[config.mk]
export PLATFORM = sky130hd
export DESIGN_NAME = multicast_latency_limiter
export DESIGN_NICKNAME = d
export VERILOG_FILES = /design/src/logic/mc_lat_pkg.sv /design/src/logic/multicast_latency_limiter.sv /design/src/logic/mc_head_timer.sv
export SDC_FILE = /design/constraint.sdc
export NUM_CORES = 1
export LEC_CHECK = 0
export BUFFER_PORTS_ARGS = -buffer_cell sky130_fd_sc_hd__buf_2
export CORE_UTILIZATION = 45
export DETAILED_ROUTE_END_ITERATION = 7
export GPL_ROUTABILITY_DRIVEN = 1
export PLACE_DENSITY = 0.65
export SLEW_MARGIN = 20
export SYNTH_ARGS = -nofsm -noshare
export SYNTH_HDL_FRONTEND = slang
export SYNTH_SLANG_ARGS = --single-unit
[constraint.sdc]
create_clock -name pclk -period 5.3 [get_ports pclk]
set_input_delay 0.265 -clock pclk [delete_from_list [all_inputs] [get_ports pclk]]
set_output_delay 0.265 -clock pclk [all_outputs]
set_load 0.02 [all_outputs]
[src/logic/mc_lat_pkg.sv]
package mc_lat_pkg;

   // ----------------------------------------------------------------
   // bus geometry
   // ----------------------------------------------------------------
   localparam int ADDR_W = 20;
   localparam int DATA_W = 32;

   // ----------------------------------------------------------------
   // register byte addresses
   // ----------------------------------------------------------------
   localparam logic [ADDR_W-1:0] ADR_VERSION = 20'h1b000;
   localparam logic [ADDR_W-1:0] ADR_LIMIT = 20'h1b004;
   localparam logic [ADDR_W-1:0] ADR_STATUS = 20'h1b040;
   localparam logic [ADDR_W-1:0] ADR_MASK = 20'h1b044;
   localparam logic [ADDR_W-1:0] ADR_REPORT = 20'h1b048;

   // ----------------------------------------------------------------
   // field layout and reset values
   // ----------------------------------------------------------------
   localparam int LIMIT_W = 24;
   localparam int LIMIT_LSB = 0;
   localparam int REMOVAL_BIT = 31;
   localparam int VERSION_W = 8;
   localparam int EXPIRED_BIT = 0;
   localparam int PW_EN_BIT = 0;
   // arbitrary neutral value, not a real part's version code
   localparam logic [VERSION_W-1:0] INTERFACE_VERSION = 8'h5a;
   localparam logic [LIMIT_W-1:0] LIMIT_RESET = 24'h000000;
   localparam logic [DATA_W-1:0] ZERO_WORD = 32'h00000000;

   // ----------------------------------------------------------------
   // timing: elapsed time kept in units of 1.6 ns
   // ----------------------------------------------------------------
   localparam int TICK_PS = 6400;
   localparam int CLK_PERIOD_PS = 8000;
   localparam int UNIT_PS = 1600;
   localparam int TICK_UNITS = TICK_PS / UNIT_PS;
   localparam int STEP_UNITS = CLK_PERIOD_PS / UNIT_PS;

   // ----------------------------------------------------------------
   // carriers to and from the broadcast buffer
   // ----------------------------------------------------------------
   typedef struct packed {
      logic head_valid;
      logic head_advance;
   } buf_status_t;

   typedef struct packed {
      logic flush_buffer;
      logic drop_partial;
      logic port_excluded;
      logic port_write_req;
   } buf_control_t;

   typedef enum logic {AP_IDLE, AP_DONE} apb_state_t;

endpackage

[src/logic/multicast_latency_limiter.sv]
`timescale 1ns/10ps
// How it works
// - low byte of version register reads a fixed version; writes ignored
// - timer measures wait of oldest copy at head of broadcast buffer
// - limit of zero disables supervision: no expiry, discard or report
// - expiry period is limit times 6.4 ns
// - on expiry every copy in the broadcast buffer is discarded
// - on expiry partly transferred copies are dropped too
// - on expiry raise interrupt or port-write as configured
// - removal bit set: expiry excludes port from later multicast
// - removal bit clear: port keeps participating after expiry
// - exclusion holds until software clears the expired error
// - expiry sets the port's flag in the expired status register
// - largest limit gives the longest timeout without wrapping
module multicast_latency_limiter import mc_lat_pkg::*; (
   input wire logic pclk,
   input wire logic presetn,
   input wire logic ce,
   input wire logic psel,
   input wire logic penable,
   input wire logic pwrite,
   input wire logic [ADDR_W-1:0] paddr,
   input wire logic [DATA_W-1:0] pwdata,
   output logic [DATA_W-1:0] prdata,
   output logic pready,
   output logic pslverr,
   input wire buf_status_t buf_status,
   output buf_control_t buf_control,
   output logic irq
);

   // ----------------------------------------------------------------
   // state
   // ----------------------------------------------------------------
   typedef struct packed {
      apb_state_t ap;
      logic pready;
      logic slverr;
      logic [DATA_W-1:0] rdata;
      logic removal_en;
      logic [LIMIT_W-1:0] limit;
      logic expired;
      logic expired_mask;
      logic pw_en;
      logic excluded;
      logic flush;
      logic drop;
      logic pw_req;
      logic irq;
   } lim_state_t;

   lim_state_t q, d;
   logic expiry;

   // ----------------------------------------------------------------
   // head-of-line timer
   // ----------------------------------------------------------------
   mc_head_timer #(
      .LIM_W(LIMIT_W)
   ) u_timer (
      .pclk(pclk),
      .presetn(presetn),
      .ce(ce),
      .head_valid(buf_status.head_valid),
      .head_advance(buf_status.head_advance),
      .limit(q.limit),
      .fired(expiry)
   );

   // ----------------------------------------------------------------
   // address decode
   // ----------------------------------------------------------------
   function automatic logic is_mapped(input logic [ADDR_W-1:0] a);
      is_mapped = (a == ADR_VERSION) || (a == ADR_LIMIT) || (a == ADR_STATUS) ||
                  (a == ADR_MASK) || (a == ADR_REPORT);
   endfunction

   function automatic logic [DATA_W-1:0] read_word(input logic [ADDR_W-1:0] a, input lim_state_t s);
      logic [DATA_W-1:0] w;
      w = ZERO_WORD;
      case (a)
         ADR_VERSION: w[VERSION_W-1:0] = INTERFACE_VERSION;
         ADR_LIMIT: begin
            w[REMOVAL_BIT] = s.removal_en;
            w[LIMIT_LSB +: LIMIT_W] = s.limit;
         end
         ADR_STATUS: w[EXPIRED_BIT] = s.expired;
         ADR_MASK: w[EXPIRED_BIT] = s.expired_mask;
         ADR_REPORT: w[PW_EN_BIT] = s.pw_en;
         default: w = ZERO_WORD;
      endcase
      read_word = w;
   endfunction

   logic access;
   logic wr_go;
   logic status_clear;
   assign access = psel && penable;
   assign wr_go = access && q.pready && pwrite && is_mapped(paddr);
   assign status_clear = wr_go && paddr == ADR_STATUS && pwdata[EXPIRED_BIT];

   // ----------------------------------------------------------------
   // next state
   // ----------------------------------------------------------------
   always_comb begin
      d = q;
      d.flush = 1'b0;
      d.drop = 1'b0;
      d.pw_req = 1'b0;
      // one wait state: answer is registered so every output is a flop
      case (q.ap)
         AP_IDLE: begin
            if (access) begin
               d.ap = AP_DONE;
               d.pready = 1'b1;
               d.slverr = !is_mapped(paddr);
               d.rdata = pwrite ? ZERO_WORD : read_word(paddr, q);
            end
         end
         AP_DONE: begin
            d.ap = AP_IDLE;
            d.pready = 1'b0;
            d.slverr = 1'b0;
         end
         default: begin
            d.ap = AP_IDLE;
            d.pready = 1'b0;
            d.slverr = 1'b0;
         end
      endcase
      if (wr_go) begin
         case (paddr)
            ADR_LIMIT: begin
               d.removal_en = pwdata[REMOVAL_BIT];
               d.limit = pwdata[LIMIT_LSB +: LIMIT_W];
            end
            ADR_MASK: d.expired_mask = pwdata[EXPIRED_BIT];
            ADR_REPORT: d.pw_en = pwdata[PW_EN_BIT];
            default: d.limit = q.limit; // version is read only
         endcase
      end
      if (status_clear) begin
         // clearing the error is the recovery step
         d.expired = 1'b0;
         d.excluded = 1'b0;
      end
      // expiry after the clear: a same-cycle event is never lost
      if (expiry) begin
         d.expired = 1'b1;
         d.flush = 1'b1;
         d.drop = 1'b1;
         d.pw_req = q.pw_en;
         if (q.removal_en) begin
            d.excluded = 1'b1;
         end
         // removal disabled leaves membership untouched
      end
      d.irq = d.expired && d.expired_mask;
   end

   always_ff @(posedge pclk or negedge presetn) begin
      if (!presetn) begin
         q <= '0;
         q.ap <= AP_IDLE;
         q.limit <= LIMIT_RESET;
      end else if (ce) begin
         q <= d;
      end
   end

   // ----------------------------------------------------------------
   // outputs
   // ----------------------------------------------------------------
   assign prdata = q.rdata;
   assign pready = q.pready;
   assign pslverr = q.slverr;
   assign irq = q.irq;
   // one driver for the whole carrier: flush, drop, excluded, port-write request
   assign buf_control = {q.flush, q.drop, q.excluded, q.pw_req};

   // ----------------------------------------------------------------
   // checks
   // ----------------------------------------------------------------
   a_version_fixed: assert property (@(posedge pclk) disable iff (!presetn)
      ce && q.ap == AP_IDLE && access && !pwrite && paddr == ADR_VERSION
      |=> prdata == {{(DATA_W-VERSION_W){1'b0}}, INTERFACE_VERSION} && pready)
      else $error("version read wrong");
   a_flush_on_expiry: assert property (@(posedge pclk) disable iff (!presetn)
      ce && expiry |=> buf_control.flush_buffer ##1 (!ce || !buf_control.flush_buffer))
      else $error("buffer not flushed on expiry");
   a_drop_partial: assert property (@(posedge pclk) disable iff (!presetn)
      buf_control.drop_partial |-> buf_control.flush_buffer && $past(expiry))
      else $error("partial drop without expiry");
   a_report_pw: assert property (@(posedge pclk) disable iff (!presetn)
      ce && expiry |=> buf_control.port_write_req == $past(q.pw_en) && irq == (q.expired_mask))
      else $error("error report wrong");
   a_removal_excl: assert property (@(posedge pclk) disable iff (!presetn)
      ce && expiry && q.removal_en |=> buf_control.port_excluded)
      else $error("port not excluded");
   a_keep_member: assert property (@(posedge pclk) disable iff (!presetn)
      ce && !q.excluded && !(expiry && q.removal_en) |=> !buf_control.port_excluded)
      else $error("port excluded without removal");
   a_excl_holds: assert property (@(posedge pclk) disable iff (!presetn)
      ce && q.excluded && !status_clear |=> buf_control.port_excluded)
      else $error("exclusion lost without recovery");
   a_status_sticky: assert property (@(posedge pclk) disable iff (!presetn)
      ce && expiry |=> q.expired ##1 (q.expired || $past(status_clear)))
      else $error("expired flag not recorded");

   c_expiry: cover property (@(posedge pclk) disable iff (!presetn)
      expiry ##1 buf_control.flush_buffer);
   c_recover: cover property (@(posedge pclk) disable iff (!presetn)
      q.excluded ##1 !q.excluded);
   c_unmapped: cover property (@(posedge pclk) disable iff (!presetn)
      pready && pslverr);
   c_set_clear_race: cover property (@(posedge pclk) disable iff (!presetn)
      expiry && status_clear);

endmodule

[src/logic/mc_head_timer.sv]
`timescale 1ns/10ps
module mc_head_timer import mc_lat_pkg::*; #(
   parameter int LIM_W = LIMIT_W
) (
   input wire logic pclk,
   input wire logic presetn,
   input wire logic ce,
   input wire logic head_valid,
   input wire logic head_advance,
   input wire logic [LIM_W-1:0] limit,
   output logic fired
);

   localparam int CNT_W = LIM_W + 4;

   typedef struct packed {
      logic [CNT_W-1:0] cnt;
      logic armed;
      logic fired;
   } timer_state_t;

   timer_state_t q, d;

   // ----------------------------------------------------------------
   // elapsed time against limit
   // ----------------------------------------------------------------
   // full width product so the largest limit cannot wrap
   function automatic logic [CNT_W-1:0] to_units(input logic [LIM_W-1:0] l);
      to_units = CNT_W'(l) * CNT_W'(TICK_UNITS);
   endfunction

   logic [CNT_W-1:0] next_cnt;
   assign next_cnt = q.cnt + CNT_W'(STEP_UNITS);

   always_comb begin
      d = q;
      d.fired = 1'b0;
      if (!head_valid || head_advance || limit == '0) begin
         // restart on a new head or empty buffer; zero limit parks it
         d.cnt = '0;
         d.armed = 1'b1;
      end else if (q.armed) begin
         // oldest copy waited limit x 6.4 ns
         if (next_cnt >= to_units(limit)) begin
            d.fired = 1'b1;
            d.armed = 1'b0;
         end else begin
            d.cnt = next_cnt;
         end
      end
   end

   always_ff @(posedge pclk or negedge presetn) begin
      if (!presetn) begin
         q <= '0;
      end else if (ce) begin
         q <= d;
      end
   end

   assign fired = q.fired;

   // ----------------------------------------------------------------
   // checks
   // ----------------------------------------------------------------
   a_zero_disables: assert property (@(posedge pclk) disable iff (!presetn)
      $rose(q.fired) |-> $past(limit) != '0)
      else $error("expiry while supervision disabled");
   a_period_reached: assert property (@(posedge pclk) disable iff (!presetn)
      $rose(q.fired) |-> $past(next_cnt) >= $past(to_units(limit)))
      else $error("expiry before limit period");
   a_restart_empty: assert property (@(posedge pclk) disable iff (!presetn)
      ce && (!head_valid || head_advance) |=> q.cnt == '0 && !q.fired)
      else $error("timer not restarted");

endmodule

==> impl_metrics.py, run 1 <==
metrics = {
    "power_and_ir_drop": {
        "p_clk_share_pct": 45.1,
        "p_sw_share_pct": 22.9,
        "p_int_uw": 1080,
        "finalPower_uw": 1410,
        "seqPwrFrac_pct": 49.7,
        "leakagePower_uw": 0.00291,
        "p_per_area_mw_per_mm2": 237,
        "comb_power_share_pct": 5.3,
        "ir_drop_mv": 0.178,
        "switching_power_uw": 322,
    },
    "synthesis": {
        "synth_top_flop_cell": "dfrtp_1",
        "synth_edf_count": 0,
        "avgSynthCellArea_sq_um": 10.3,
        "syn_inst": 518,
        "synth_top_cell_area_share_pct": 42.1,
        "synth_area_leaders": "dfrtp_1 42%, ha_1 6.1%, a22o_1 5.7%",
        "yosysTopAreaCell": "dfrtp_1",
        "ys_async_sr_fraction_pct": 100,
        "ys_ff_latch": 90,
        "synth_most_common_cell": "dfrtp_1",
        "yosysSeqAreaShare_pct": 42.1,
        "synth_cell_types": 63,
        "synth_common_cells": "90 x dfrtp_1, 40 x nand2_1, 38 x buf_4",
        "ys_warn_count": 0,
        "synthesis.area_sq_mm": 0.00535,
    },
    "cells_and_area": {
        "area_delta_synth_final_pct": 10.7,
        "fin_area_sq_mm": 0.00592,
        "fin_util_pct": 51.4,
        "fin_nets": 651,
        "drive_gt1_share_pct": 25.6,
        "nFillCells": 1061,
        "antenna_cells": 0,
    },
    "sta": {
        "slew_headroom_pct": 36.9,
        "setup_viol": 0,
        "maxSlewViolCount": 0,
        "fmax_ghz": 0.212,
        "fin_worst_skew_ns": 0.00476,
        "layout_worst_path_cycle_share_pct": 89.1,
        "holdWs_ns": 0.153,
        "tns_ns": 0,
        "rsz0062_at_grt": "no",
        "period_needed_ns": 4.72,
        "hold_viol_final": 0,
        "worst_slew_pin_slew_ns": 0.945,
    },
    "clock_tree": {
        "cts_sinks": 90,
        "cts_tree": "built",
        "cts_inserted_buffers": 9,
        "ctsRootBufferMaster": "clkbuf_16",
        "insertion_delay_ns": 0.34,
        "cts_resized": 0,
        "cts_setup_buffers": 0,
        "htree_num_levels": 3,
        "clock_path_buffers": 2,
        "clkTransAtPathRegs_ns": 0.06,
    },
    "die": {
        "die_x_um": 111,
        "coreArea_sq_mm": 0.0115,
        "num_rows": 39,
        "initial_utilization_pct": 46.5,
        "num_io_pins": 99,
        "die-height_um": 111,
        "dieArea_sq_mm": 0.0123,
    },
    "place": {
        "gp_congestion": 0.816,
        "io_buffer_count": 84,
        "hpwl_mm": 8.33,
        "place_area_sq_mm": 0.00562,
    },
    "global_route": {
        "grt_use_met2_pct": 29.9,
        "antenna_found_initial": 0,
        "grt_first_pass_wirelength_mm": 19.2,
        "first_global_vias": 3814,
        "grt_max_degree": 47,
        "globalRouteTotalUtil_pct": 19.5,
        "grt_overflow": 0,
        "grt-busiest-layer": "met2",
        "grtUsageMet1_pct": 28.0,
        "grt_use_met3_pct": 2.90,
    },
    "critical_path": {
        "slowest_stage": "nor3_4",
        "r2r_end": "u_timer.q[2]$_DFFE_PN0P_",
        "critPathCaptureType": "register",
        "r2r_slack_ns": 0.58,
        "path_max_fanout": 16,
        "r2r-start": "u_timer.q[5]$_DFFE_PN0P_",
        "crit_chain": "nand4_1, or2_1, nor2_1, and3_1, nand3_1, xnor2_1, ha_1, a21oi_1, o21ai_0, a311oi_1, nand3_1, a211o_4, nor3_4, mux2_2",
        "r2r_cells": 14,
        "path_class": "reg2reg",
        "crit_required_ns": 5.57,
        "path_common_cell": "nand3_1",
        "start_kind": "register",
        "cpPeakStageDelay_ns": 0.65,
        "arrival_ns": 4.99,
    },
    "min_path": {
        "hold-path-endpoint": "q[27]$_DFFE_PN0P_",
        "holdCritStartpoint": "pwdata[19]",
        "hold_path_depth": 2,
        "hp-class": "in2reg",
    },
    "detailed_routing": {
        "vias": 3979,
        "drtIter0Drc": 346,
        "firstDrtPassIters": 8,
        "routed_via_density": 5.58,
        "antenna_left": 0,
        "routedWlPerCell_um": 16.3,
        "drc": 17,
        "wl_mm": 11.6,
    },
    "run_status": {
        "status": "finished, violations left",
        "violations": "design-rule violations",
    },
    "flow_run": {
        "cap_violations": 0,
    },
}
## worst max-delay path by stage
| stage | start | to | slack [ns] | cells after the start |
|---|---|---|---|---|
| 3_3_place_gp | u_timer.q[5]$_DFFE_PN0P_ | u_timer.q[2]$_DFFE_PN0P_ | 0.82 | 14 |
| 5_1_grt | u_timer.q[5]$_DFFE_PN0P_ | u_timer.q[2]$_DFFE_PN0P_ | 0.32 | 14 |
| 3_5_place_dp | u_timer.q[5]$_DFFE_PN0P_ | u_timer.q[2]$_DFFE_PN0P_ | 0.69 | 14 |
| 2_1_floorplan | u_timer.q[5]$_DFFE_PN0P_ | u_timer.q[21]$_DFFE_PN0P_ | 1.63 | 16 |
| 4_1_cts | u_timer.q[5]$_DFFE_PN0P_ | u_timer.q[2]$_DFFE_PN0P_ | 0.66 | 14 |
| 6_report | u_timer.q[5]$_DFFE_PN0P_ | u_timer.q[2]$_DFFE_PN0P_ | 0.58 | 14 |
## metrics by stage
stage	std cells	setup WS, ns
after CTS	713	0.660
after global placement	696	0.822
after floorplan	524	1.63
final	713	0.580
after detailed placement	696	0.693
after global routing	713	0.320
## registers in the layout, summed over array words and instances (netlist names)
signal	count
q	29
pslverr	1
pready	1
buf_control	3
u_timer.q	29
prdata	25
u_timer.fired	1
irq	1
## power groups by stage
stage / Sequential (uW) / Combinational [uW] / Clock [uW]
floorplan: 715 / 28.1 / 0
global placement: 711 / 72.8 / 0
detailed placement: 711 / 74.2 / 0
CTS: 698 / 74.8 / 648
global route: 699 / 81.7 / 674
finish: 698 / 73.8 / 633
## cell usage in the layout, fill, tap and decap left out, types with 16 or more instances in the layout
| cell | Yosys | final |
|---|---|---|
| nand2_1 | 40 | 40 |
| nand3_1 | 21 | 21 |
| nor2_1 | 28 | 28 |
| dfrtp_1 | 90 | 90 |
| ha_1 | 26 | 26 |
| inv_1 | 34 | 34 |
| mux2_4 | 20 | 20 |
| o21ai_0 | 19 | 19 |
| xnor2_1 | 17 | 17 |
| a22o_1 | 35 | 35 |
| buf_2 | 7 | 83 |
| a21oi_1 | 16 | 16 |
## worst max-delay path, delay by kind of cell, from the launching register on
kind            cells  cell delay [ns]
compound gates      4             1.16
xor+xnor            1             0.23
fa+ha+maj           1             0.28
flops               1             0.47
mux                 1             0.28
simple gates        7             2.25
## metal layers
layer / up-vias / wire length [um]
met3: 14 / 496
li1: 1920 / -
met4: 0 / 168
met5: - / 0
met1: 1934 / 5630
met2: 111 / 5320
## final cells by class
type,count,area (sq um),share of cell area (%)
Clock buffer,10,229,3.87
Tap cell,143,179,3.02
Timing Repair Buffer,89,463,7.82
Clock inverter,6,67.6,1.14
Inverter,34,128,2.15
Sequential cell,90,2250,38.0
Multi-Input combinational cell,341,2610,44.0
## timing repair
item,in CTS,in global routing
hold buffers,1,0
endpoints found under the setup margin,0,0
endpoints found under the hold margin,45,0
## cells by family after synthesis
group           synth area share [%]
other cells                   0.0701
xor+xnor                        3.93
simple gates                    14.8
mux                             7.67
buf+inv                         9.77
compound gates                  15.6
flops                           42.1
fa+ha+maj                       6.08
No activity file was read; power rests on OpenSTA's default activity.
==> inputs of run 2 (changes only) <==
--- a/config.mk
+++ b/config.mk
@@ -10,6 +10,7 @@
 export DETAILED_ROUTE_END_ITERATION = 7
 export GPL_ROUTABILITY_DRIVEN = 1
 export PLACE_DENSITY = 0.65
+export RECOVER_POWER = 100
 export SLEW_MARGIN = 20
 export SYNTH_ARGS = -nofsm -noshare
 export SYNTH_HDL_FRONTEND = slang
==> impl_metrics.py, run 2 (synthesis gave the netlist of run 1 again) <==
metrics = {
    "sta": {
        "layout_setup_ws_ns": 0.420,
        "slew_headroom_pct": -72.5,
        "fmax_ghz": 0.205,
        "hold_viol_final": 0,
        "period_needed_ns": 4.88,
        "tns_ns": 0,
        "rsz0062_at_grt": "no",
        "holdWs_ns": 0.140,
        "layout_worst_path_cycle_share_pct": 92.1,
        "maxSlewViolCount": 47,
        "worst_slew_pin_slew_ns": 2.59,
        "setup_viol": 0,
        "fin_worst_skew_ns": 0.00480,
    },
    "place": {
        "gp_congestion": 0.816,
        "preCtsSetupSlack_ns": 0.693,
        "placedCellCount": 696,
        "io_buffer_count": 84,
        "hpwl_mm": 8.33,
    },
    "detailed_routing": {
        "routedWlPerCell_um": 16.4,
        "routed_via_density": 5.54,
        "drc": 15,
        "antenna_left": 0,
        "vias": 3949,
        "wl_mm": 11.7,
        "firstDrtPassIters": 7,
        "drtIter0Drc": 338,
    },
    "power_and_ir_drop": {
        "ir_drop_mv": 0.178,
        "p_per_area_mw_per_mm2": 243,
        "finalPower_uw": 1400,
        "leakagePower_uw": 0.00270,
    },
    "clock_tree": {
        "cts_inserted_buffers": 9,
        "clkTransAtPathRegs_ns": 0.06,
        "cts_sinks": 90,
        "ctsRootBufferMaster": "clkbuf_16",
        "cts_tree": "built",
        "cts_resized": 0,
        "clock_path_buffers": 2,
        "htree_num_levels": 3,
        "insertion_delay_ns": 0.34,
    },
    "critical_path": {
        "cpPeakStageDelay_ns": 0.47,
        "path_max_fanout": 10,
        "crit_chain": "nand4_1, or2_0, nor2_1, and3_1, nand3_1, xnor2_1, ha_1, a21oi_1, o21ai_0, a311oi_1, nand3_1, a211oi_4, o21ai_1, buf_4, a22o_1",
        "arrival_ns": 5.11,
        "critPathCaptureType": "register",
        "start_kind": "register",
        "slowest_stage": "dfrtp_1",
        "path_common_cell": "nand3_1",
        "path_class": "reg2reg",
        "crit_required_ns": 5.53,
    },
    "cells_and_area": {
        "final_common_cell": "dfrtp_1",
        "layout_common_cells": "90 x dfrtp_1, 50 x buf_2, 40 x nand2_1, 35 x a22o_1, 35 x clkbuf_1",
        "antenna_cells": 0,
        "fin_nets": 651,
        "area_delta_synth_final_pct": 8.02,
        "drive_gt1_share_pct": 15.6,
        "stdcell_count": 713,
    },
    "die": {
        "num_rows": 39,
        "die_x_um": 111,
        "initial_utilization_pct": 46.5,
        "coreArea_sq_mm": 0.0115,
        "die-height_um": 111,
        "dieArea_sq_mm": 0.0123,
        "num_io_pins": 99,
    },
    "global_route": {
        "grt_first_pass_wirelength_mm": 19.2,
        "first_global_vias": 3814,
        "globalRouteTotalUtil_pct": 19.5,
        "grt_max_degree": 47,
        "grt_overflow": 0,
        "antenna_found_initial": 0,
    },
    "run_status": {
        "violations": "design-rule violations, max-capacitance violations, max-slew violations",
        "status": "finished, violations left",
    },
    "flow_run": {
        "cap_violations": 1,
    },
    "min_path": {
        "hp-class": "in2reg",
    },
}
==> run 2: cell count changes in the layout (fill, tap and decap cells not counted), moves of 2 or more <==
cell / previous run / this run
buf_2: 83 / 50
mux2_1: 0 / 20
buf_4: 5 / 3
mux2_4: 20 / 0
clkbuf_1: 1 / 35
==> run 2: metrics by stage <==
step	area (sq um)	util, %
2_1_floorplan	5370	-
3_3_place_gp	5620	48.8
3_5_place_dp	5620	48.8
4_1_cts	5920	51.4
5_1_grt	5780	50.2
6_report	5780	50.2
==> run 2: layout make-up <==
type / instances / area, sq um
well taps: 143 / 179
repair buffers: 89 / 415
clock buffers: 10 / 229
clock inverters: 6 / 67.6
flip-flops and latches: 90 / 2250
multi-input cells: 341 / 2510
inverters: 34 / 128
fillers: 1096 / 5740
==> run 2: where the power goes <==
group	internal, uW	leakage (uW)	switching, uW
logic	22.9	0.00132	48.2
clock network	366	0.000139	270
registers	692	0.00124	5.32
total	1080	0.00270	323
==> run 2: final timing paths <==
check	startpoint	end	slack, ns	depth (start not counted)
min in group asynchronous	presetn	q[27]$_DFFE_PN0P_	1.27	2
hold reg to reg	prdata[3]$_DFFE_PN0P_	prdata[3]$_DFFE_PN0P_	0.48	2
setup / recovery	u_timer.q[5]$_DFFE_PN0P_	u_timer.q[25]$_DFFE_PN0P_	0.42	15
max in group asynchronous	presetn	u_timer.q[4]$_DFFE_PN0P_	1.79	3
setup reg to reg	u_timer.q[5]$_DFFE_PN0P_	u_timer.q[25]$_DFFE_PN0P_	0.42	15
hold / removal	pwdata[8]	q[16]$_DFFE_PN0P_	0.14	2
==> run 2: layer usage <==
layer | up-vias | global-route usage, % | wire length, um
met5 | - | 0 | 0
met4 | 0 | 7.57 | 174
met3 | 13 | 2.90 | 432
met2 | 95 | 29.9 | 5320
met1 | 1923 | 28.0 | 5780
li1 | 1918 | - | -
==> run 2: repair_timing <==
action	CTS	global route
endpoints found under the hold margin	45	0
hold buffers	1	0
setup endpoints to repair	0	0
buffers inserted	0	0
==> run 2: critical path, delay by kind of cell (launching register included) <==
kind                     cells  cell delay, ns
buffers and inverters        1            0.34
XOR/XNOR                     1            0.22
AND/OR/NAND/NOR              6            1.69
flip-flops                   1            0.47
AO/OA/AOI/OAI                6            1.77
adder cells (fa/ha/maj)      1            0.28
